<file path="src/shared/async_bus_pkg.sv">
// Package for the asynchronous strobe bus controller: register map, fields, timing.
// Assumes a 32-bit AXI4-Lite register bus and a single 50 MHz system clock.
package async_bus_pkg;

    localparam int NUM_SELECTS = 4;

    // Printed register indexes; not all are multiples of four, so byte address = 4 * index
    localparam logic [7:0] IDX_SELECT0_LOW_BOUND = 8'ha8;
    localparam logic [7:0] IDX_SELECT1_LOW_BOUND = 8'hab;
    localparam logic [7:0] IDX_SELECT2_LOW_BOUND = 8'hae;
    localparam logic [7:0] IDX_SELECT3_LOW_BOUND = 8'hb1;
    localparam logic [7:0] IDX_SELECT0_HIGH_BOUND = 8'ha9;
    localparam logic [7:0] IDX_SELECT0_CONTROL = 8'haa;
    localparam logic [7:0] IDX_SELECT0_MODE = 8'hf0;
    localparam logic [7:0] IDX_ACCESS_ADDR = 8'hc0;
    localparam logic [7:0] IDX_ACCESS_DATA = 8'hc1;
    localparam logic [7:0] IDX_ACCESS_CMD = 8'hc2;
    localparam logic [7:0] IDX_ACCESS_STATUS = 8'hc3;
    localparam logic [7:0] SELECT_STRIDE = 8'h03;

    localparam logic [7:0] LOW_BOUND_RESET = 8'h00;
    localparam logic [7:0] HIGH_BOUND0_RESET = 8'hff;
    localparam logic [7:0] HIGH_BOUND_RESET = 8'h00;
    localparam logic [7:0] CONTROL0_RESET = 8'he8;
    localparam logic [7:0] CONTROL_RESET = 8'h00;
    localparam logic [7:0] MODE_RESET = 8'h02;

    // Control register fields
    localparam int CTL_PORT_SPACE_BIT = 4;
    localparam int CTL_ENABLE_BIT = 3;
    localparam logic [7:0] CONTROL_WR_MASK = 8'hf8;
    // Mode register fields
    localparam int MODE_MSB = 7;
    localparam int MODE_LSB = 6;
    localparam logic [7:0] MODE_WR_MASK = 8'hef;
    localparam logic [1:0] MODE_NATIVE = 2'h0;
    localparam logic [1:0] MODE_STROBE = 2'h3;

    // Command register fields
    localparam int CMD_READ_BIT = 0;
    localparam int CMD_PORT_BIT = 1;

    // Address byte lanes compared against the bounds
    localparam int MEM_BYTE_LSB = 16;
    localparam int PORT_BYTE_LSB = 8;

    localparam int STATE_CYCLES = 2;

    localparam logic [1:0] RESP_OKAY = 2'h0;
    localparam logic [1:0] RESP_SLVERR = 2'h2;

endpackage : async_bus_pkg

</file>
<file path="src/hw/select_match.sv">
// Address match for one chip select against its bound registers.
// Assumes bound and control bytes are stable register outputs.
`timescale 1ns/1ps
module select_match (
    // Configuration
    input  wire logic [7:0]  low_bound,
    input  wire logic [7:0]  high_bound,
    input  wire logic [7:0]  control,
    // Access
    input  wire logic [23:0] addr,
    input  wire logic        port_access,
    // Result
    output logic             hit
);
    logic port_space;
    logic enabled;
    logic [7:0] mem_byte;
    logic [7:0] port_byte;

    always_comb begin
        port_space = control[async_bus_pkg::CTL_PORT_SPACE_BIT];
        enabled    = control[async_bus_pkg::CTL_ENABLE_BIT];
        mem_byte   = addr[async_bus_pkg::MEM_BYTE_LSB +: 8];
        port_byte  = addr[async_bus_pkg::PORT_BYTE_LSB +: 8];
        if (!enabled || (port_space != port_access)) begin
            hit = 1'b0;
        end else if (port_space) begin
            // High bound is ignored for port space
            hit = (port_byte == low_bound);
        end else begin
            hit = (mem_byte >= low_bound) && (mem_byte <= high_bound);
        end
    end
endmodule : select_match

</file>
<file path="src/hw/async_bus_ctrl.sv">
// Strobe-and-acknowledge external bus controller with chip select decode.
// Assumes an AXI4-Lite master and a peripheral synchronous to aclk.
// Function
// - Read: latch data, release strobes entering S7
// - Write S0 restores read_not_write high
// - Address valid on entering write S1
// - S2 edge asserts address strobe, write low
// - S3 drives write data onto bus
// - S4 edge asserts data strobe, await acknowledge
// - Late acknowledge inserts whole-state stall cycles
// - Write S5, S6 hold outputs
// - S7 releases strobes; high after S7
// - Mode change inserts one-cycle delay
// - No delay for same or native mode
// - Memory select compares address bits 23:16
// - Port select compares address bits 15:8
// - Low bounds reset to zero
// - Low bounds fully read/write bytes
// - High bound limits memory range only
// - Control bit 4 picks port space
//
// Register access over AXI4-Lite was decided locally.
`timescale 1ns/1ps
module async_bus_ctrl #(
    parameter int STATE_CYCLES = async_bus_pkg::STATE_CYCLES
) (
    // Clock and reset
    input  wire logic        aclk,
    input  wire logic        aresetn,
    // AXI4-Lite write address
    input  wire logic [31:0] s_axi_awaddr,
    input  wire logic        s_axi_awvalid,
    output logic             s_axi_awready,
    // AXI4-Lite write data
    input  wire logic [31:0] s_axi_wdata,
    input  wire logic [3:0]  s_axi_wstrb,
    input  wire logic        s_axi_wvalid,
    output logic             s_axi_wready,
    // AXI4-Lite write response
    output logic [1:0]       s_axi_bresp,
    output logic             s_axi_bvalid,
    input  wire logic        s_axi_bready,
    // AXI4-Lite read address
    input  wire logic [31:0] s_axi_araddr,
    input  wire logic        s_axi_arvalid,
    output logic             s_axi_arready,
    // AXI4-Lite read data
    output logic [31:0]      s_axi_rdata,
    output logic [1:0]       s_axi_rresp,
    output logic             s_axi_rvalid,
    input  wire logic        s_axi_rready,
    // External bus
    output logic [23:0]      ext_addr,
    input  wire logic [7:0]  ext_data_in,
    output logic [7:0]       ext_data_out,
    output logic             ext_data_oe,
    output logic             address_strobe_n,
    output logic             data_strobe_n,
    output logic             read_not_write,
    input  wire logic        transfer_ack_n,
    output logic [3:0]       chip_select_n
);
    localparam int N = async_bus_pkg::NUM_SELECTS;
    localparam logic [3:0] LAST_TICK = 4'(STATE_CYCLES - 1);
    localparam int MODE_MSB_I = async_bus_pkg::MODE_MSB;
    localparam int MODE_LSB_I = async_bus_pkg::MODE_LSB;

    typedef enum logic [9:0] {
        ST_IDLE = 10'h001,
        ST_GAP  = 10'h002,
        ST_S0   = 10'h004,
        ST_S1   = 10'h008,
        ST_S2   = 10'h010,
        ST_S3   = 10'h020,
        ST_S4   = 10'h040,
        ST_S5   = 10'h080,
        ST_S6   = 10'h100,
        ST_S7   = 10'h200
    } bus_state_t;

    typedef struct packed {
        logic [N-1:0][7:0] low_bound;
        logic [N-1:0][7:0] high_bound;
        logic [N-1:0][7:0] control;
        logic [N-1:0][7:0] mode;
        logic [23:0]       acc_addr;
        logic [7:0]        acc_wdata;
        logic [7:0]        acc_rdata;
        logic              acc_read;
        logic              acc_port;
        logic              busy;
        logic              start;
        logic [1:0]        last_mode;
        bus_state_t        state;
        logic [3:0]        tick;
        logic              ack_seen;
        logic [1:0]        sel;
        logic              sel_valid;
        logic              as_n;
        logic              ds_n;
        logic              rnw;
        logic              doe;
        logic              aw_ready;
        logic              w_ready;
        logic              b_valid;
        logic [1:0]        b_resp;
        logic              ar_ready;
        logic              r_valid;
        logic [31:0]       r_data;
        logic [1:0]        r_resp;
    } ctrl_state_t;

    ctrl_state_t s_r;
    ctrl_state_t s_nxt;
    logic [N-1:0] hit;

    // Register index from a byte address; sub-word bits ignored
    function automatic logic [7:0] reg_index(input logic [31:0] a);
        return a[9:2];
    endfunction : reg_index

    // Which select and which kind of register an index names
    function automatic logic [2:0] decode_select(input logic [7:0] idx, output logic [1:0] sel);
        logic [7:0] off;
        off = '0;
        sel = '0;
        decode_select = 3'h0;
        if (idx >= async_bus_pkg::IDX_SELECT0_MODE && idx < async_bus_pkg::IDX_SELECT0_MODE + 8'(N)) begin
            sel = 2'(idx - async_bus_pkg::IDX_SELECT0_MODE);
            decode_select = 3'h4;
        end else if (idx >= async_bus_pkg::IDX_SELECT0_LOW_BOUND
                     && idx < async_bus_pkg::IDX_SELECT0_LOW_BOUND + 8'(3 * N)) begin
            off = idx - async_bus_pkg::IDX_SELECT0_LOW_BOUND;
            sel = 2'(off / async_bus_pkg::SELECT_STRIDE);
            decode_select = 3'(off % async_bus_pkg::SELECT_STRIDE) + 3'h1;
        end
    endfunction : decode_select

    genvar g;
    generate
        for (g = 0; g < N; g++) begin : g_match
            select_match u_match (
                .low_bound   (s_r.low_bound[g]),
                .high_bound  (s_r.high_bound[g]),
                .control     (s_r.control[g]),
                .addr        (s_r.acc_addr),
                .port_access (s_r.acc_port),
                .hit         (hit[g])
            );
        end
    endgenerate

    always_comb begin
        logic [7:0] widx;
        logic [7:0] ridx;
        logic [2:0] wkind;
        logic [2:0] rkind;
        logic [1:0] wsel;
        logic [1:0] rsel;
        logic [7:0] wbyte;
        logic [1:0] new_mode;
        logic       state_end;
        s_nxt = s_r;
        widx = reg_index(s_axi_awaddr);
        ridx = reg_index(s_axi_araddr);
        wkind = decode_select(widx, wsel);
        rkind = decode_select(ridx, rsel);
        wbyte = s_axi_wdata[7:0];
        new_mode = async_bus_pkg::MODE_NATIVE;
        state_end = (s_r.tick == LAST_TICK);
        s_nxt.start = 1'b0;

        // Write channel: take address and data together
        s_nxt.aw_ready = 1'b0;
        s_nxt.w_ready = 1'b0;
        if (s_axi_awvalid && s_axi_wvalid && !s_r.b_valid && !s_r.aw_ready) begin
            s_nxt.aw_ready = 1'b1;
            s_nxt.w_ready = 1'b1;
            s_nxt.b_resp = async_bus_pkg::RESP_OKAY;
            if (s_axi_wstrb[0]) begin
                case (wkind)
                    3'h1: s_nxt.low_bound[wsel] = wbyte;
                    3'h2: s_nxt.high_bound[wsel] = wbyte;
                    3'h3: s_nxt.control[wsel] = wbyte & async_bus_pkg::CONTROL_WR_MASK;
                    3'h4: s_nxt.mode[wsel] = wbyte & async_bus_pkg::MODE_WR_MASK;
                    default: begin
                        case (widx)
                            async_bus_pkg::IDX_ACCESS_ADDR: s_nxt.acc_addr = s_axi_wdata[23:0];
                            async_bus_pkg::IDX_ACCESS_DATA: s_nxt.acc_wdata = wbyte;
                            async_bus_pkg::IDX_ACCESS_CMD: begin
                                if (!s_r.busy) begin
                                    s_nxt.acc_read = s_axi_wdata[async_bus_pkg::CMD_READ_BIT];
                                    s_nxt.acc_port = s_axi_wdata[async_bus_pkg::CMD_PORT_BIT];
                                    s_nxt.busy = 1'b1;
                                    s_nxt.start = 1'b1;
                                end else begin
                                    s_nxt.b_resp = async_bus_pkg::RESP_SLVERR;
                                end
                            end
                            async_bus_pkg::IDX_ACCESS_STATUS: ;
                            default: s_nxt.b_resp = async_bus_pkg::RESP_SLVERR;
                        endcase
                    end
                endcase
            end
        end
        if (s_r.aw_ready) s_nxt.b_valid = 1'b1;
        if (s_r.b_valid && s_axi_bready) begin
            s_nxt.b_valid = 1'b0;
        end

        // Read channel
        s_nxt.ar_ready = 1'b0;
        if (s_axi_arvalid && !s_r.r_valid && !s_r.ar_ready) begin
            s_nxt.ar_ready = 1'b1;
            s_nxt.r_resp = async_bus_pkg::RESP_OKAY;
            s_nxt.r_data = '0;
            case (rkind)
                3'h1: s_nxt.r_data[7:0] = s_r.low_bound[rsel];
                3'h2: s_nxt.r_data[7:0] = s_r.high_bound[rsel];
                3'h3: s_nxt.r_data[7:0] = s_r.control[rsel];
                3'h4: s_nxt.r_data[7:0] = s_r.mode[rsel];
                default: begin
                    case (ridx)
                        async_bus_pkg::IDX_ACCESS_ADDR: s_nxt.r_data[23:0] = s_r.acc_addr;
                        async_bus_pkg::IDX_ACCESS_DATA: s_nxt.r_data[7:0] = s_r.acc_rdata;
                        async_bus_pkg::IDX_ACCESS_CMD: s_nxt.r_data[1:0] = {s_r.acc_port, s_r.acc_read};
                        async_bus_pkg::IDX_ACCESS_STATUS: s_nxt.r_data[0] = s_r.busy;
                        default: s_nxt.r_resp = async_bus_pkg::RESP_SLVERR;
                    endcase
                end
            endcase
        end
        if (s_r.ar_ready) s_nxt.r_valid = 1'b1;
        if (s_r.r_valid && s_axi_rready) begin
            s_nxt.r_valid = 1'b0;
        end

        // External bus sequencer
        s_nxt.tick = state_end ? 4'h0 : s_r.tick + 4'h1;
        case (s_r.state)
            ST_IDLE: begin
                s_nxt.tick = 4'h0;
                if (s_r.start) begin
                    s_nxt.sel_valid = |hit;
                    s_nxt.sel = 2'h0;
                    for (int i = N - 1; i >= 0; i--) begin
                        if (hit[i]) s_nxt.sel = 2'(i);
                    end
                    new_mode = (|hit) ? s_nxt.mode[s_nxt.sel][MODE_MSB_I:MODE_LSB_I] : async_bus_pkg::MODE_NATIVE;
                    s_nxt.last_mode = new_mode;
                    if (new_mode != s_r.last_mode && new_mode != async_bus_pkg::MODE_NATIVE) begin
                        s_nxt.state = ST_GAP;
                    end else begin
                        s_nxt.state = ST_S0;
                    end
                end
            end
            ST_GAP: begin
                s_nxt.tick = 4'h0;
                s_nxt.state = ST_S0;
            end
            ST_S0: begin
                s_nxt.rnw = 1'b1;
                if (state_end) s_nxt.state = ST_S1;
            end
            ST_S1: begin
                if (state_end) begin
                    s_nxt.state = ST_S2;
                    s_nxt.as_n = 1'b0;
                    s_nxt.rnw = s_r.acc_read;
                    if (s_r.acc_read) s_nxt.ds_n = 1'b0;
                end
            end
            ST_S2: if (state_end) s_nxt.state = ST_S3;
            ST_S3: begin
                if (!s_r.acc_read) s_nxt.doe = 1'b1;
                if (state_end) begin
                    s_nxt.state = ST_S4;
                    s_nxt.ds_n = 1'b0;
                    s_nxt.ack_seen = 1'b0;
                end
            end
            ST_S4: begin
                // Acknowledge must be seen a full cycle before the state ends
                if (!transfer_ack_n && !state_end) s_nxt.ack_seen = 1'b1;
                if (state_end) begin
                    if (s_r.ack_seen) s_nxt.state = ST_S5;
                    else s_nxt.ack_seen = !transfer_ack_n;
                end
            end
            ST_S5: if (state_end) s_nxt.state = ST_S6;
            ST_S6: begin
                if (state_end) begin
                    s_nxt.state = ST_S7;
                    s_nxt.as_n = 1'b1;
                    s_nxt.ds_n = 1'b1;
                    if (s_r.acc_read) s_nxt.acc_rdata = ext_data_in;
                end
            end
            ST_S7: begin
                if (state_end) begin
                    s_nxt.state = ST_IDLE;
                    s_nxt.rnw = 1'b1;
                    s_nxt.doe = 1'b0;
                    s_nxt.busy = 1'b0;
                    s_nxt.sel_valid = 1'b0;
                end
            end
            default: s_nxt.state = ST_IDLE;
        endcase

        if (!aresetn) begin
            s_nxt = '0;
            s_nxt.state = ST_IDLE;
            s_nxt.as_n = 1'b1;
            s_nxt.ds_n = 1'b1;
            s_nxt.rnw = 1'b1;
            for (int i = 0; i < N; i++) begin
                s_nxt.low_bound[i] = async_bus_pkg::LOW_BOUND_RESET;
                s_nxt.high_bound[i] = async_bus_pkg::HIGH_BOUND_RESET;
                s_nxt.control[i] = async_bus_pkg::CONTROL_RESET;
                s_nxt.mode[i] = async_bus_pkg::MODE_RESET;
            end
            s_nxt.high_bound[0] = async_bus_pkg::HIGH_BOUND0_RESET;
            s_nxt.control[0] = async_bus_pkg::CONTROL0_RESET;
        end
    end

    always_ff @(posedge aclk) begin
        s_r <= s_nxt;
    end

    always_comb begin
        s_axi_awready = s_r.aw_ready;
        s_axi_wready = s_r.w_ready;
        s_axi_bvalid = s_r.b_valid;
        s_axi_bresp = s_r.b_resp;
        s_axi_arready = s_r.ar_ready;
        s_axi_rvalid = s_r.r_valid;
        s_axi_rdata = s_r.r_data;
        s_axi_rresp = s_r.r_resp;
        ext_addr = s_r.acc_addr;
        ext_data_out = s_r.acc_wdata;
        ext_data_oe = s_r.doe;
        address_strobe_n = s_r.as_n;
        data_strobe_n = s_r.ds_n;
        read_not_write = s_r.rnw;
        chip_select_n = '1;
        if (s_r.sel_valid && s_r.state != ST_IDLE && s_r.state != ST_GAP) begin
            chip_select_n[s_r.sel] = 1'b0;
        end
    end
endmodule : async_bus_ctrl

</file>
<file path="config.mk">
export PLATFORM = sky130hd
export DESIGN_NAME = async_bus_ctrl
export DESIGN_NICKNAME = d
export VERILOG_FILES = /design/src/shared/async_bus_pkg.sv /design/src/hw/select_match.sv /design/src/hw/async_bus_ctrl.sv
export SDC_FILE = /design/constraint.sdc
export NUM_CORES = 1
export LEC_CHECK = 0
export ABC_AREA = 1
export BUFFER_PORTS_ARGS = -buffer_cell sky130_fd_sc_hd__clkbuf_2
export CAP_MARGIN = 30
export CORE_MARGIN = 4
export CORE_UTILIZATION = 55
export DETAILED_ROUTE_END_ITERATION = 10
export HOLD_SLACK_MARGIN = 0.12
export PLACE_DENSITY = 0.78
export RECOVER_POWER = 100
export SYNTH_ARGS = -nofsm -noshare
export SYNTH_HDL_FRONTEND = slang
export SYNTH_SLANG_ARGS = --single-unit
</file>
<file path="constraint.sdc">
create_clock -name aclk -period 6.1 [get_ports aclk]
set_input_delay 0.61 -clock aclk [delete_from_list [all_inputs] [get_ports aclk]]
set_output_delay 0.61 -clock aclk [all_outputs]
set_load 0.01 [all_outputs]
</file>
=== Word-level counts from Yosys, hierarchy flattened ===
Cells that the tools add are included.

* Bits of input ports: 116
* Output and inout port bits: 81
* Word-level logic and storage cells: 294
* Register bits after elaboration: 229

* Muxes and demuxes: 97
* Order comparisons: 22
* Divide/modulo/power cells: 4
* Bitwise gates (word level): 7
* Equality and inequality tests: 50
* Add/subtract/negate cells: 7
* Reduce and logical (&&, ||, !) cells: 66

{| class="wikitable"
|+ Operators by type and width
! operator !! number
|-
| $bwmux 32 || 4
|-
| $mux 64 || 2
|-
| $mux 10 || 10
|-
| $pmux 10 s10 || 1
|-
| $bmux 8 s2 || 5
|-
| $eq 8x8->1 const B || 8
|-
| $mux 32 || 2
|-
| $mux 8 || 7
|-
| $mux 2 || 23
|-
| $eq 8x8->1 || 4
|-
| $ge 8x8->1 || 4
|-
| $ge 8x8->1 const B || 4
|-
| $le 8x8->1 || 4
|-
| $lt 8x8->1 const B || 4
|-
| $mux 16 || 2
|-
| $pmux 8 s4 || 1
|-
| $mux 24 || 1
|-
| $ne 2x2->1 const B || 12
|-
| $reduce_and 3->1 || 8
|-
| $logic_and 1x1->1 || 21
|-
| $mux 1 || 20
|-
| $reduce_or 4->1 || 5
|-
| $mux 3 || 6
|-
| $demux 8 s2 || 1
|-
| other kinds (46) || 94
|}

=== Depth between registers and ports, before layout ===
Gate-level depths: netlist of the first run.

* Depth in word-level cells: 20
* Depth in mapped cells: 49
* Depth with buffers taken out: 49

=== By module ===
Synthesis of the first run repeated with hierarchy kept, for this count alone.

* Cells, all modules: 1,957
* Area total of the unflattened synthesis: 13,135.1 um^2

{| class="wikitable"
|+ By module, submodules not included
! module !! times used !! cells each !! area an instance (um^2)
|-
| async_bus_ctrl || 1 || 1,562 || 10,837.9
|-
| select_match (g_match[0].u_match ...) || 3 || 99 || 574.3
|-
| select_match (g_match[3].u_match) || 1 || 98 || 574.3
|}

=== Least setup slack after synthesis of the first run ===
OpenSTA, ideal clock, no wires.

* Kind: input port to flip-flop
* Start point: in s_axi_awaddr[6]
* End point: reg s_r[54] (netlist name)
* Data required time: 5,972 ps
* Library setup time: 128 ps
* Cell stages on the path: 44
* Path slack: 1,096 ps
* Arrival: 4,876 ps
* Cells stage by stage: inv_1 -> ha_1 -> inv_1 -> or2_1 -> nand2_1 -> inv_2 -> nand3_1 -> nand2_1 -> inv_1 -> nand3_1 -> nand2_1 -> nand3_1 -> nand2_1 -> nand2_1 -> nand2_2 -> inv_2 -> ha_1 -> nor2_2 -> (+8 left out) -> mux2_2 -> ha_1 -> nand2_1 -> nand2_1 -> inv_2 -> nand4_2 -> inv_2 -> nand2_1 -> nand3_1 -> nand3_1 -> nand2_1 -> nand2_1 -> nand2_1 -> nand2_1 -> nand2_1 -> nand2_1 -> nand2_1 -> nor2_1

* Cells in the longest elaborated chain, start to end: 20

{| class="wikitable"
|+ Ends and longest elaborated chain
! element !! line !! text
|-
| start, declared || async_bus_ctrl.sv:31 || <nowiki>input wire logic [31:0] s_axi_awaddr,</nowiki>
|-
| $sub 8x8->8 (tied with other cells) || async_bus_ctrl.sv:133 || <nowiki>off = idx - async_bus_pkg::IDX_SELECT0_LOW_BOUND;</nowiki>
|-
| $div 8x2->8 / $logic_and 1x1->1 (equally long branches) || async_bus_ctrl.sv:134, async_bus_ctrl.sv:132 ||
|-
| $mux 2 || async_bus_ctrl.sv:131 || <nowiki>end else if (idx >= async_bus_pkg::IDX_SELECT0_LOW_BOUND</nowiki>
|-
| $mux 2 || async_bus_ctrl.sv:128 || <nowiki>if (idx >= async_bus_pkg::IDX_SELECT0_MODE && idx < async_bus_pkg::IDX_SELECT0_MODE + 8'(N)) begin</nowiki>
|-
| $lt 2x3->1 (not written as such) / $ge 2x1->1 (equally long branches) || async_bus_ctrl.sv:185 || <nowiki>3'h4: s_nxt.mode[wsel] = wbyte & async_bus_pkg::MODE_WR_MASK;</nowiki>
|-
| $logic_and 1x1->1 (not written as such) || async_bus_ctrl.sv:185 ||
|-
| $mux 8 (not written as such) || async_bus_ctrl.sv:185 ||
|-
| $demux 8 s2 || async_bus_ctrl.sv:185 ||
|-
| (+4 left out) || -- ||
|-
| $bmux 8 s2 * || async_bus_ctrl.sv:250 || <nowiki>new_mode = (|hit) ? s_nxt.mode[s_nxt.sel][MODE_MSB_I:MODE_LSB_I] : async_bus_pkg::MODE_NATIVE;</nowiki>
|-
| $mux 8 (not written as such) * || async_bus_ctrl.sv:250 ||
|-
| $mux 2 * || async_bus_ctrl.sv:250 ||
|-
| $ne 2x2->1 / $reduce_bool 2->1 (equally long branches) || async_bus_ctrl.sv:252 || <nowiki>if (new_mode != s_r.last_mode && new_mode != async_bus_pkg::MODE_NATIVE) begin</nowiki>
|-
| $logic_and 1x1->1 * || async_bus_ctrl.sv:252 ||
|-
| $mux 3 * || async_bus_ctrl.sv:252 ||
|-
| $mux 10 * || async_bus_ctrl.sv:244 || <nowiki>if (s_r.start) begin</nowiki>
|-
| $pmux 10 s10 * || async_bus_ctrl.sv:241 || <nowiki>case (s_r.state)</nowiki>
|-
| end signal, assigned || async_bus_ctrl.sv:331 || <nowiki>s_r <= s_nxt;</nowiki>
|-
| end, declared || async_bus_ctrl.sv:113 || <nowiki>ctrl_state_t s_r;</nowiki>
|}

Every way passes the cells marked *; elsewhere a longest branch is shown, timed or not. The select of a mux whose other input is x is not followed.
A chain may end at the register's enable or synchronous reset.

=== Worst setup path after layout of the first run ===
* Start point: in s_axi_awaddr[5]
* End point: reg s_r[55] (netlist name)

The elaborated chain is that of the path after synthesis.

==> results.md, run 1 <==
* I/O Pins at 197
* Share of layout cells above drive strength 1 at 0.0832
* Sequential cell area at 4200 µm²
* Die Y at 160 µm
* Rel. slew slack at -1.03
* Mapped Avg Cell Area at 6.94 µm²
* Max_cap viols at 3
* WP data required at 6.42 ns
* Largest net degree at the start of global routing at 76
* Global-route wire length before repair at 58.1 mm
* Sw Pwr at 0.00116 W
* Post-CTS Setup Bufs at 0
* Hold_ws at 0.281 ns
* Pre-Repair DR Iteration Count at 6
* Fmax at 182 MHz
* HPWL Detailed at 26.3 mm
* TritonCTS buffer count at 23
* Logic pwr share at 0.201
* Register bit count reported by yosys at 210
* Post-synthesis cell type count at 54
* Sequential-to-total area share from yosys stat at 0.333
* RSZ-0062 raised after global routing: no
* Clock Sinks at 210
* Crit-path slowest cell: mux2_2
* Aggregate global routing overflow at 0
* GR Util All Layers at 0.274
* CTS tree: built
* Failing checks: max-capacitance violations, max-slew violations
* Ant. Diodes at 0
* Clock Latency Late Sink at 0.52 ns
* CTS Buffer Depth at 3
* 1st-iter DRT viols at 1323
* Critical Path AT at 5.82 ns
* Vias per cell at 5.77
* Worst setup SP type: primary input
* Die X at 160 µm
* Placer Congestion at 0.971
* Syn Inst Count at 1821
* Max stage delay on crit path at 0.35 ns
* Most frequent cells in the layout: 320 x nand2_1, 210 x dfxtp_1, 209 x inv_1
* CTS Root Cell: clkbuf_16
* Slew Viols, Final at 191
* Prevailing post-synth register cell: dfxtp_1
* Layout area overhead at 8.27%
* PortBufs at 127
* Power per cell area at 274 nW/µm²
* Critical path peak fanout at 8
* Share of power burned in registers at 0.390
* Final Non-Filler Cells at 2159
* FILL cells at 2096
* WL final at 36.6 mm
* Die ar. at 25500 µm²
* Drc violations at 0
* Post-synth EDFFs at 0
* Part of the cycle the worst path needs at 0.901
* Setup Crit Path Kind: in2reg
* Initial antenna violation count at 0
* Routed via count at 12500
* Number of global-route vias before repair at 11100
* Status: finished with violations
* Pre-CTS WS at 0.248 ns
* Initial Util at 0.558
* Syn. warnings at 0
* Int Power at 0.00260 W
* Final worst slack at 0.601 ns
* Reg clk slew, reported paths at 0.06 ns
* Hold Buf Count CTS at 0
* Cell row count at 55
* Most common cell after layout, fill and taps aside: nand2_1
* VDD IR-drop max at 0.000194 V
* Placed cells at 2118
* Async S/R FF share, synth at 0
* CTS H-tree lvls at 1
* Antenna-violating nets left at 0
* Power share of the clock group at 0.409
* Post-CTS sizing at 0
* Post-Syn Area at 12600 µm²
* WL per Instance at 17.0 µm
* Most used cell, CP: nand2_1
* Hold Fails Final Rpt at 0
* Crit path time final at 5.50 ns
* HP Class: in2reg
* Worst Setup End Kind: register
* Core Area at 22600 µm²
* Pin slew with the least headroom to its limit at 3.04 ns
* Final setup viols at 0
* Final setup skew at 0.0174 ns
* Switching Fraction at 0.308
* Multi-input logic area at 6730 µm²
* Leakage at 5.96 nW
* Layout Utilization at 0.604
* Final TNS setup at 0 ns
* Final Net Count at 2050
-- layout make-up --
class                   instances  area share
multi-input cells            1245       0.492
flip-flops and latches        210       0.307
inverters                     229      0.0629
repair buffers                149      0.0506
clock buffers                  27      0.0454
well taps                     285      0.0261
clock inverters                14      0.0158
-- critical path: cells and delay by family --
kind	cells	cell delay, ns
xor+xnor	1	0.20
mux	1	0.35
buf+inv	8	0.72
simple gates	30	3.00
compound gates	1	0.06
fa+ha+maj	4	0.90
-- per-stage QoR --
stage               instance area, µm²  total power [W]
global placement                 13000          0.00221
finish                           13700          0.00375
global route                     13700          0.00392
floorplan                        12700          0.00206
CTS                              13800          0.00376
detailed placement               13000          0.00223
-- synth_stat cells, types with 6 or more instances --
| library cell | n | area, µm² |
|---|---|---|
| buf_2 | 7 | 35.0 |
| clkbuf_1 | 57 | 214 |
| ha_1 | 76 | 951 |
| o22ai_1 | 12 | 75.1 |
| a211oi_1 | 48 | 360 |
| dfxtp_1 | 210 | 4200 |
| nand2_2 | 12 | 75.1 |
| clkinv_1 | 6 | 22.5 |
| buf_4 | 72 | 541 |
| nor2_1 | 175 | 657 |
| o21ai_1 | 31 | 155 |
| nand4_1 | 27 | 169 |
| xnor2_1 | 7 | 61.3 |
| nor3_1 | 49 | 245 |
| buf_6 | 6 | 67.6 |
| inv_1 | 208 | 781 |
| o21ai_0 | 111 | 556 |
| inv_2 | 14 | 52.6 |
| nand3_1 | 105 | 526 |
| nand2_1 | 318 | 1190 |
| a21oi_1 | 165 | 826 |
| o211ai_1 | 28 | 210 |
| xor2_1 | 10 | 87.6 |
-- path summary, 6_finish.rpt --
path         slack, ns       startpoint  cells past startpoint            to
max               0.60  s_axi_awaddr[5]                     45       s_r[55]
min               0.28     s_axi_bready                      2  s_axi_bvalid
max reg2reg       2.06     ext_addr[22]                     21       s_r[55]
min reg2reg       0.46         s_r[130]                      2      s_r[130]
-- routing by layer --
layer | up-vias | global-route usage | routed length, µm
li1 | 6103 | - | -
met1 | 5705 | 0.379 | 16000
met2 | 546 | 0.434 | 16000
met3 | 108 | 0.0383 | 3090
met4 | 0 | 0.108 | 1560
met5 | - | 0 | 0
-- state kept, by name, indices dropped and copies added (netlist names) --
name	cells
ext_data_out	8
data_strobe_n	1
s_axi_bresp	1
ext_addr	24
read_not_write	1
s_axi_awready	1
ext_data_oe	1
s_r	144
s_axi_rdata	24
s_axi_rvalid	1
s_axi_rresp	1
s_axi_arready	1
s_axi_bvalid	1
address_strobe_n	1
-- power groups by stage --
stage / clock [W] / combinational, W / sequential, W
finish: 0.00153 / 0.000755 / 0.00146
global route: 0.00160 / 0.000854 / 0.00147
CTS: 0.00154 / 0.000752 / 0.00146
detailed placement: 0 / 0.000741 / 0.00149
global placement: 0 / 0.000721 / 0.00149
floorplan: 0 / 0.000581 / 0.00148
-- logic make-up (layout without fill, tap and decap cells) --
group	after synthesis	in the layout	share of synthesized area
buf+inv	375	419	0.137
compound gates	434	434	0.200
fa+ha+maj	76	76	0.0752
flops	210	210	0.333
mux	3	3	0.00267
xor+xnor	18	18	0.0131
other cells	1	10	0.000297
simple gates	704	704	0.239
(Power assumes the default switching activity.)
==> inputs of run 2 (changes only) <==
--- a/config.mk
+++ b/config.mk
@@ -5,14 +5,13 @@
 export SDC_FILE = /design/constraint.sdc
 export NUM_CORES = 1
 export LEC_CHECK = 0
-export ABC_AREA = 1
 export BUFFER_PORTS_ARGS = -buffer_cell sky130_fd_sc_hd__clkbuf_2
 export CAP_MARGIN = 30
 export CORE_MARGIN = 4
 export CORE_UTILIZATION = 55
 export DETAILED_ROUTE_END_ITERATION = 10
 export HOLD_SLACK_MARGIN = 0.12
-export PLACE_DENSITY = 0.78
+export PLACE_DENSITY = 0.77
 export RECOVER_POWER = 100
 export SYNTH_ARGS = -nofsm -noshare
 export SYNTH_HDL_FRONTEND = slang
==> results.md, run 2 <==
* Crit-path slowest cell: or3_4 (was mux2_2)
* Die X at 163 µm (was 160 µm)
* Cell type with the largest total area after synthesis: dfxtp_1 (unchanged)
* Pre-Repair DR Iteration Count at 5 (was 6)
* Worst R2R Path Depth at 16 (was 21)
* Placed cells at 1973 (was 2118)
* Initial Util at 0.559 (was 0.558)
* Final setup skew at 0.0112 ns (was 0.0174 ns)
* Power per cell area at 219 nW/µm² (was 274 nW/µm²)
* WHS Endpoint: s_axi_bvalid (unchanged)
* 1st-iter DRT viols at 842 (was 1323)
* CTS H-tree lvls at 1 (unchanged)
* Post-route cell area at 15200 µm² (was 13700 µm²)
* Number of global-route vias before repair at 11300 (was 11100)
* Vias per cell at 5.87 (was 5.77)
* Most common cell after layout, fill and taps aside: nor2_1 (was nand2_1)
* RSZ-0062 raised after global routing: yes (was no)
* Setup Crit Path Kind: in2reg (unchanged)
* Status: finished clean (was finished with violations)
* Hold Fails Final Rpt at 0 (unchanged)
* Critical Path AT at 6.35 ns (was 5.82 ns)
* Share of layout cells above drive strength 1 at 0.161 (was 0.0832)
* Antenna-violating nets left at 0 (unchanged)
* Worst Setup End Kind: register (unchanged)
* CTS Buffer Depth at 3 (unchanged)
* Part of the cycle the worst path needs at 0.981 (was 0.901)
* Largest net degree at the start of global routing at 76 (unchanged)
* Ant. Diodes at 0 (unchanged)
* Worst setup SP type: primary input (unchanged)
* Syn. warnings at 0 (unchanged)
* Max FFs per register at 144 (unchanged)
* Final setup viols at 0 (unchanged)
* Hold_ws at 0.291 ns (was 0.281 ns)
* PortBufs at 127 (unchanged)
* Top post-synthesis cells by area: dfxtp_1 32%, mux2i_1 12%, ha_1 7.2% (was dfxtp_1 33%, nand2_1 9.4%, ha_1 7.5%)
* CTS tree: built (unchanged)
* Most flop-heavy register: s_r (unchanged)
* Reg clk slew, reported paths at 0.06 ns (about the same)
* VDD IR-drop max at 0.000201 V (was 0.000194 V)
* Crit path time final at 5.99 ns (was 5.50 ns)
* Most used cell, CP: ha_4 (was nand2_1)
* Placer Congestion at 0.919 (was 0.971)
* TritonCTS buffer count at 22 (was 23)
* Pin slew with the least headroom to its limit at 1.03 ns (was 3.04 ns)
* Die Y at 163 µm (was 160 µm)
* HP Class: in2reg (unchanged)
* Most frequent cells in the layout: 224 x nor2_1, 210 x dfxtp_1, 155 x mux2i_1 (was 320 x nand2_1, 210 x dfxtp_1, 209 x inv_1)
* WL per Instance at 17.9 µm (was 17.0 µm)
* Prevailing post-synth register cell: dfxtp_1 (unchanged)
* Max_cap viols at 0 (was 3)
* Slew Viols, Final at 0 (was 191)
* WP data required at 6.47 ns (was 6.42 ns)
* GR Util All Layers at 0.263 (was 0.274)
* Syn Inst Count at 1588 (was 1821)
* Global-route wire length before repair at 57.4 mm (was 58.1 mm)
* Clock Latency Late Sink at 0.51 ns (was 0.52 ns)
* Share of the synthesized area in the top cell type at 0.319 (was 0.333)
* HPWL Detailed at 26.1 mm (was 26.3 mm)
* Final Non-Filler Cells at 2022 (was 2159)
* Worst R2R End: s_r[55] (unchanged)
* Cell row count at 56 (was 55)
* Clock Sinks at 210 (unchanged)
* Core Area at 23500 µm² (was 22600 µm²)
* Pre-CTS WS at -0.555 ns (was 0.248 ns)
* Hold Crit Start: s_axi_bready (unchanged)
* Routed via count at 11900 (was 12500)
* Leakage at 6.34 nW (was 5.96 nW)
* I/O Pins at 197 (unchanged)
* WL final at 36.3 mm (was 36.6 mm)
* Final worst slack at 0.113 ns (was 0.601 ns)
* Post-synth EDFFs at 0 (unchanged)
* Setup slack, reg-to-reg at 1.83 ns (was 2.06 ns)
* Pwr Total at 0.00332 W (was 0.00375 W)
* Initial antenna violation count at 0 (unchanged)
* Register bit count reported by yosys at 210 (unchanged)
* Mapped Avg Cell Area at 8.29 µm² (was 6.94 µm²)
* Critical path peak fanout at 24 (was 8)
* Sequential-to-total area share from yosys stat at 0.319 (was 0.333)
* Count leader, synth: nor2_1 (was nand2_1)
* Async S/R FF share, synth at 0 (unchanged)
* Commonest cells post-synth: 229 x nor2_1, 210 x dfxtp_1, 156 x mux2i_1, 97 x nand2_1, 93 x inv_1 (was 318 x nand2_1, 210 x dfxtp_1, 208 x inv_1, 175 x nor2_1, 165 x a21oi_1)
* Fmax at 167 MHz (was 182 MHz)
* Hold path cells at 2 (unchanged)
* Die ar. at 26500 µm² (was 25500 µm²)
* Crit Reg-Reg Startpoint: ext_addr[17] (was ext_addr[22])
* Post-Syn Area at 13200 µm² (was 12600 µm²)
* Drc violations at 0 (unchanged)
* Final Net Count at 1881 (was 2050)
* Hold Buf Count CTS at 0 (unchanged)
* CTS Root Cell: clkbuf_16 (unchanged)
* Layout area overhead at 15.1% (was 8.27%)
* Max stage delay on crit path at 0.39 ns (was 0.35 ns)
* Post-synthesis cell type count at 80 (was 54)
* Rel. slew slack at 0.306 (was -1.03)
* Placed inst area at 14300 µm² (was 13000 µm²)
* Aggregate global routing overflow at 0 (unchanged)
[run 2: cell count changes in the layout (fill, tap and decap cells not counted), sizes merged, moves of 27 or more]
| cell | before | now |
|---|---|---|
| a21oi | 170 | 73 |
| buf | 13 | 94 |
| inv | 222 | 96 |
| mux2i | 0 | 156 |
| nand2 | 333 | 97 |
| nand3 | 107 | 21 |
| nor2 | 177 | 230 |
| nor3 | 49 | 22 |
| o21ai | 145 | 69 |
| xnor2 | 7 | 35 |
[run 2: logic make-up (layout without fill, tap and decap cells)]
family | Yosys count | after routing | share of synthesized area
buf+inv | 252 | 358 | 0.0951
xor+xnor | 51 | 51 | 0.0339
simple gates | 503 | 503 | 0.179
mux | 172 | 172 | 0.133
other cells | 1 | 10 | 0.000285
fa+ha+maj | 76 | 76 | 0.0722
compound gates | 323 | 323 | 0.167
flops | 210 | 210 | 0.319
[run 2: area by class of cell]
| class | instances | area, µm² |
|---|---|---|
| clock inverters | 10 | 131 |
| fillers | 2038 | 8390 |
| clock buffers | 28 | 624 |
| multi-input cells | 1135 | 8110 |
| flip-flops and latches | 210 | 4200 |
| inverters | 96 | 368 |
| repair buffers | 224 | 1320 |
| well taps | 319 | 399 |
[run 2: worst max-delay path by stage]
stage / from / to / slack, ns
after CTS: s_axi_awaddr[6] / s_r[67] / 0.03
after floorplan: s_axi_awaddr[5] / ext_addr[17] / -0.72
after global placement: s_axi_awaddr[6] / s_r[68] / -0.47
final: s_axi_awaddr[6] / ext_addr[18] / 0.11
after detailed placement: s_axi_awaddr[6] / s_r[68] / -0.55
after global routing: s_axi_awaddr[6] / ext_addr[22] / -0.14
[run 2: critical path, delay by kind of cell]
family                   cells  cell delay [ns]
AO/OA/AOI/OAI                5             1.00
XOR/XNOR                     1             0.08
adder cells (fa/ha/maj)      4             0.71
buffers and inverters        6             0.58
multiplexers                 2             0.56
AND/OR/NAND/NOR             13             2.76
[run 2: power by group]
group	switching, W	internal, W	leakage (nW)	total (W)
logic	0.000284	0.000237	4.27	0.000521
clock network	0.000561	0.000849	0.374	0.00141
registers	0.00000548	0.00138	1.69	0.00138
[run 2: repair_timing]
action                                  4_1_cts  5_1_grt
endpoints found under the setup margin       15       52
setup buffers                                 0       11
resized for setup                             2       35
endpoints found under the hold margin         0        0
pin swaps                                     0       12
cloned                                        0        0
[run 2: stage by stage]
step / util / TNS (ns)
CTS: 0.639 / 0
finish: 0.644 / 0
global route: 0.644 / -3.28
detailed placement: 0.607 / -24.36
global placement: 0.607 / -17.66
floorplan: - / -25.51
[run 2: layer usage]
layer  routed length, µm  track usage  part of all wire
met4                 801       0.0625             0.022
met5                   0            0                 0
met2               16800        0.437              0.46
met1               15700        0.359              0.43
met3                2970       0.0423             0.082
==> inputs of run 3 (changes only) <==
--- a/config.mk
+++ b/config.mk
@@ -8,10 +8,10 @@
 export BUFFER_PORTS_ARGS = -buffer_cell sky130_fd_sc_hd__clkbuf_2
 export CAP_MARGIN = 30
 export CORE_MARGIN = 4
-export CORE_UTILIZATION = 55
+export CORE_UTILIZATION = 58
 export DETAILED_ROUTE_END_ITERATION = 10
 export HOLD_SLACK_MARGIN = 0.12
-export PLACE_DENSITY = 0.77
+export PLACE_DENSITY = 0.81
 export RECOVER_POWER = 100
 export SYNTH_ARGS = -nofsm -noshare
 export SYNTH_HDL_FRONTEND = slang
==> results.md, run 3 (same netlist as run 2, synthesis figures left out) <==
* Status: finished clean (unchanged)
* Core Area at 22100 µm² (was 23500 µm²)
* I/O Pins at 197 (unchanged)
* Share of power burned in registers at 0.407 (was 0.418)
* Layout area overhead at 16.0% (was 15.1%)
* Hold_ws at 0.288 ns (was 0.291 ns)
* Most used cell, CP: ha_4 (unchanged)
* Clock Sinks at 210 (unchanged)
* Routed via count at 12200 (was 11900)
* Final setup viols at 0 (unchanged)
* Worst R2R Path Depth at 15 (was 16)
* Worst R2R End: s_r[55] (unchanged)
* Final Net Count at 1888 (was 1881)
* Switching Fraction at 0.261 (was 0.257)
* Critical path peak fanout at 6 (was 24)
* Cell row count at 54 (was 56)
* Worst Setup End Kind: register (unchanged)
* Share of layout cells above drive strength 1 at 0.168 (was 0.161)
* Pin slew with the least headroom to its limit at 1.05 ns (was 1.03 ns)
* WL per Instance at 19.1 µm (was 17.9 µm)
* GR Util All Layers at 0.285 (was 0.263)
* Power per cell area at 223 nW/µm² (was 219 nW/µm²)
* Hold Fails Final Rpt at 0 (unchanged)
* Pwr Total at 0.00340 W (was 0.00332 W)
* Reg clk slew, reported paths at 0.06 ns (about the same)
* RSZ-0062 raised after global routing: yes (unchanged)
* Crit Reg-Reg Startpoint: ext_addr[22] (was ext_addr[17])
* Crit-path slowest cell: nor4_1 (was or3_4)
* WL final at 38.0 mm (was 36.3 mm)
* Worst setup SP type: primary input (unchanged)
* Logic pwr share at 0.157 (about the same)
* Setup slack, reg-to-reg at 1.98 ns (was 1.83 ns)
* Number of global-route vias before repair at 11500 (was 11300)
* Setup Crit Path Kind: in2reg (unchanged)
* Part of the cycle the worst path needs at 0.996 (was 0.981)
* Top delay family on crit path: simple AND/OR/NAND/NOR gates (unchanged)
* Power share of the clock group at 0.436 (was 0.425)
* Most common cell after layout, fill and taps aside: nor2_1 (unchanged)
* Max stage delay on crit path at 0.39 ns (about the same)
* Int Power at 0.00251 W (was 0.00246 W)
* Sw Pwr at 0.000887 W (was 0.000851 W)
* Pre-CTS WS at -0.604 ns (was -0.555 ns)
* Vias per cell at 6.13 (was 5.87)
* CP endpoint: s_r[55] (was ext_addr[18])
* Leakage at 6.41 nW (was 6.34 nW)
* Critical Path AT at 6.48 ns (was 6.35 ns)
* PortBufs at 127 (unchanged)
* CTS H-tree lvls at 1 (unchanged)
* TritonCTS buffer count at 22 (unchanged)
* Slew Viols, Final at 0 (unchanged)
* CTS Buffer Depth at 3 (unchanged)
* Drc violations at 0 (unchanged)
* Clock Latency Late Sink at 0.53 ns (was 0.51 ns)
* Pre-Repair DR Iteration Count at 6 (was 5)
* WP depth at 34 (was 31)
* Max FFs per register at 144 (unchanged)
* Die X at 159 µm (was 163 µm)
* HP Class: in2reg (unchanged)
* Initial Util at 0.596 (was 0.559)
* Most flop-heavy register: s_r (unchanged)
* CP Buf/Inv Count at 6 (unchanged)
* Rel. slew slack at 0.296 (was 0.306)
* CTS Root Cell: clkbuf_16 (unchanged)
* CP Launch Point: s_axi_awaddr[6] (unchanged)
* Final worst slack at 0.0235 ns (was 0.113 ns)
* Most frequent cells in the layout: 224 x nor2_1, 210 x dfxtp_1, 152 x mux2i_1 (was 224 x nor2_1, 210 x dfxtp_1, 155 x mux2i_1)
* 1st-iter DRT viols at 1291 (was 842)
* Ant. Diodes at 0 (unchanged)
* WP data required at 6.50 ns (was 6.47 ns)
* Fmax at 165 MHz (was 167 MHz)
* CTS tree: built (unchanged)
* Global-route wire length before repair at 58.4 mm (was 57.4 mm)
* Initial antenna violation count at 0 (unchanged)
* HPWL Detailed at 26.4 mm (was 26.1 mm)
* Die ar. at 25200 µm² (was 26500 µm²)
* Aggregate global routing overflow at 0 (unchanged)
* Antenna-violating nets left at 0 (unchanged)
* Max_cap viols at 0 (unchanged)
* Largest net degree at the start of global routing at 81 (was 76)
* VDD IR-drop max at 0.000240 V (was 0.000201 V)
* Placer Congestion at 0.901 (was 0.919)
* Die Y at 159 µm (was 163 µm)
* Crit path time final at 6.08 ns (was 5.99 ns)
* Final setup skew at 0.0223 ns (was 0.0112 ns)
run 3: cell count changes in the layout (fill, tap and decap cells not counted), sizes merged:
cell,before,now
clkbuf,158,156
inv,96,97
bufinv,3,4
buf,94,102
run 3: stage by stage:
stage | area [µm²] | util | TNS, ns | std cells
6_report | 15300 | 0.691 | 0 | 1991
5_1_grt | 15300 | 0.691 | -3.46 | 1991
4_1_cts | 15100 | 0.684 | 0 | 1978
3_5_place_dp | 14300 | 0.647 | -26.24 | 1937
3_3_place_gp | 14200 | 0.645 | -14.11 | 1934
2_1_floorplan | 13500 | - | -25.51 | 1597
run 3: power groups by stage:
stage	clock [W]	combinational (W)	sequential, W
final	0.00148	0.000532	0.00139
after global routing	0.00155	0.000570	0.00138
after CTS	0.00149	0.000489	0.00139
after detailed placement	0	0.000482	0.00142
after global placement	0	0.000465	0.00142
after floorplan	0	0.000321	0.00141
run 3: per-layer routing:
metal / share of wire / vias up / GRT usage
li1: - / 5722 / -
met3: 0.096 / 114 / 0.0481
met2: 0.46 / 606 / 0.462
met5: 0 / - / 0
met1: 0.41 / 5768 / 0.384
met4: 0.035 / 0 / 0.101
run 3: area by class of cell:
type | instances | area (µm²)
clock inverters | 12 | 185
inverters | 96 | 368
clock buffers | 27 | 619
multi-input cells | 1135 | 8120
repair buffers | 231 | 1420
flip-flops and latches | 210 | 4200
fillers | 1668 | 6820
well taps | 280 | 350
run 3: how the worst min path moves through the flow:
| stage | startpoint | endpoint | slack [ns] | depth (start not counted) |
|---|---|---|---|---|
| after floorplan | s_axi_rresp[1] | s_axi_rresp[1] | 0.43 | 2 |
| after global placement | s_r[49] | s_r[49] | 0.45 | 1 |
| after detailed placement | address_strobe_n | address_strobe_n | 0.45 | 1 |
| after CTS | s_axi_rready | s_axi_rvalid | 0.28 | 2 |
| after global routing | s_axi_rready | s_axi_rvalid | 0.28 | 2 |
| final | s_axi_bready | s_axi_bvalid | 0.29 | 2 |
run 3: worst register-to-register path: stages (launching register included):
cell	delay, ns
dfxtp_1	0.80
ha_1	0.38
a21o_1	0.18
a21o_1	0.18
o21ai_0	0.19
a21oi_1	0.13
nor4_1	0.38
a31oi_1	0.16
a211oi_1	0.29
buf_4	0.22
nor4_1	0.09
a31oi_1	0.18
nand4_1	0.18
and2_4	0.22
o221a_1	0.25
o21a_1	0.16
run 3: what timing repair did:
item                                    in CTS  in global routing
pin swaps                                    1                 13
hold buffers                                 0                  0
endpoints found under the setup margin      37                 53
resized for setup                            2                 36
cloned                                       0                  1
hold endpoints to repair                     0                  0
setup buffers                                2                 12
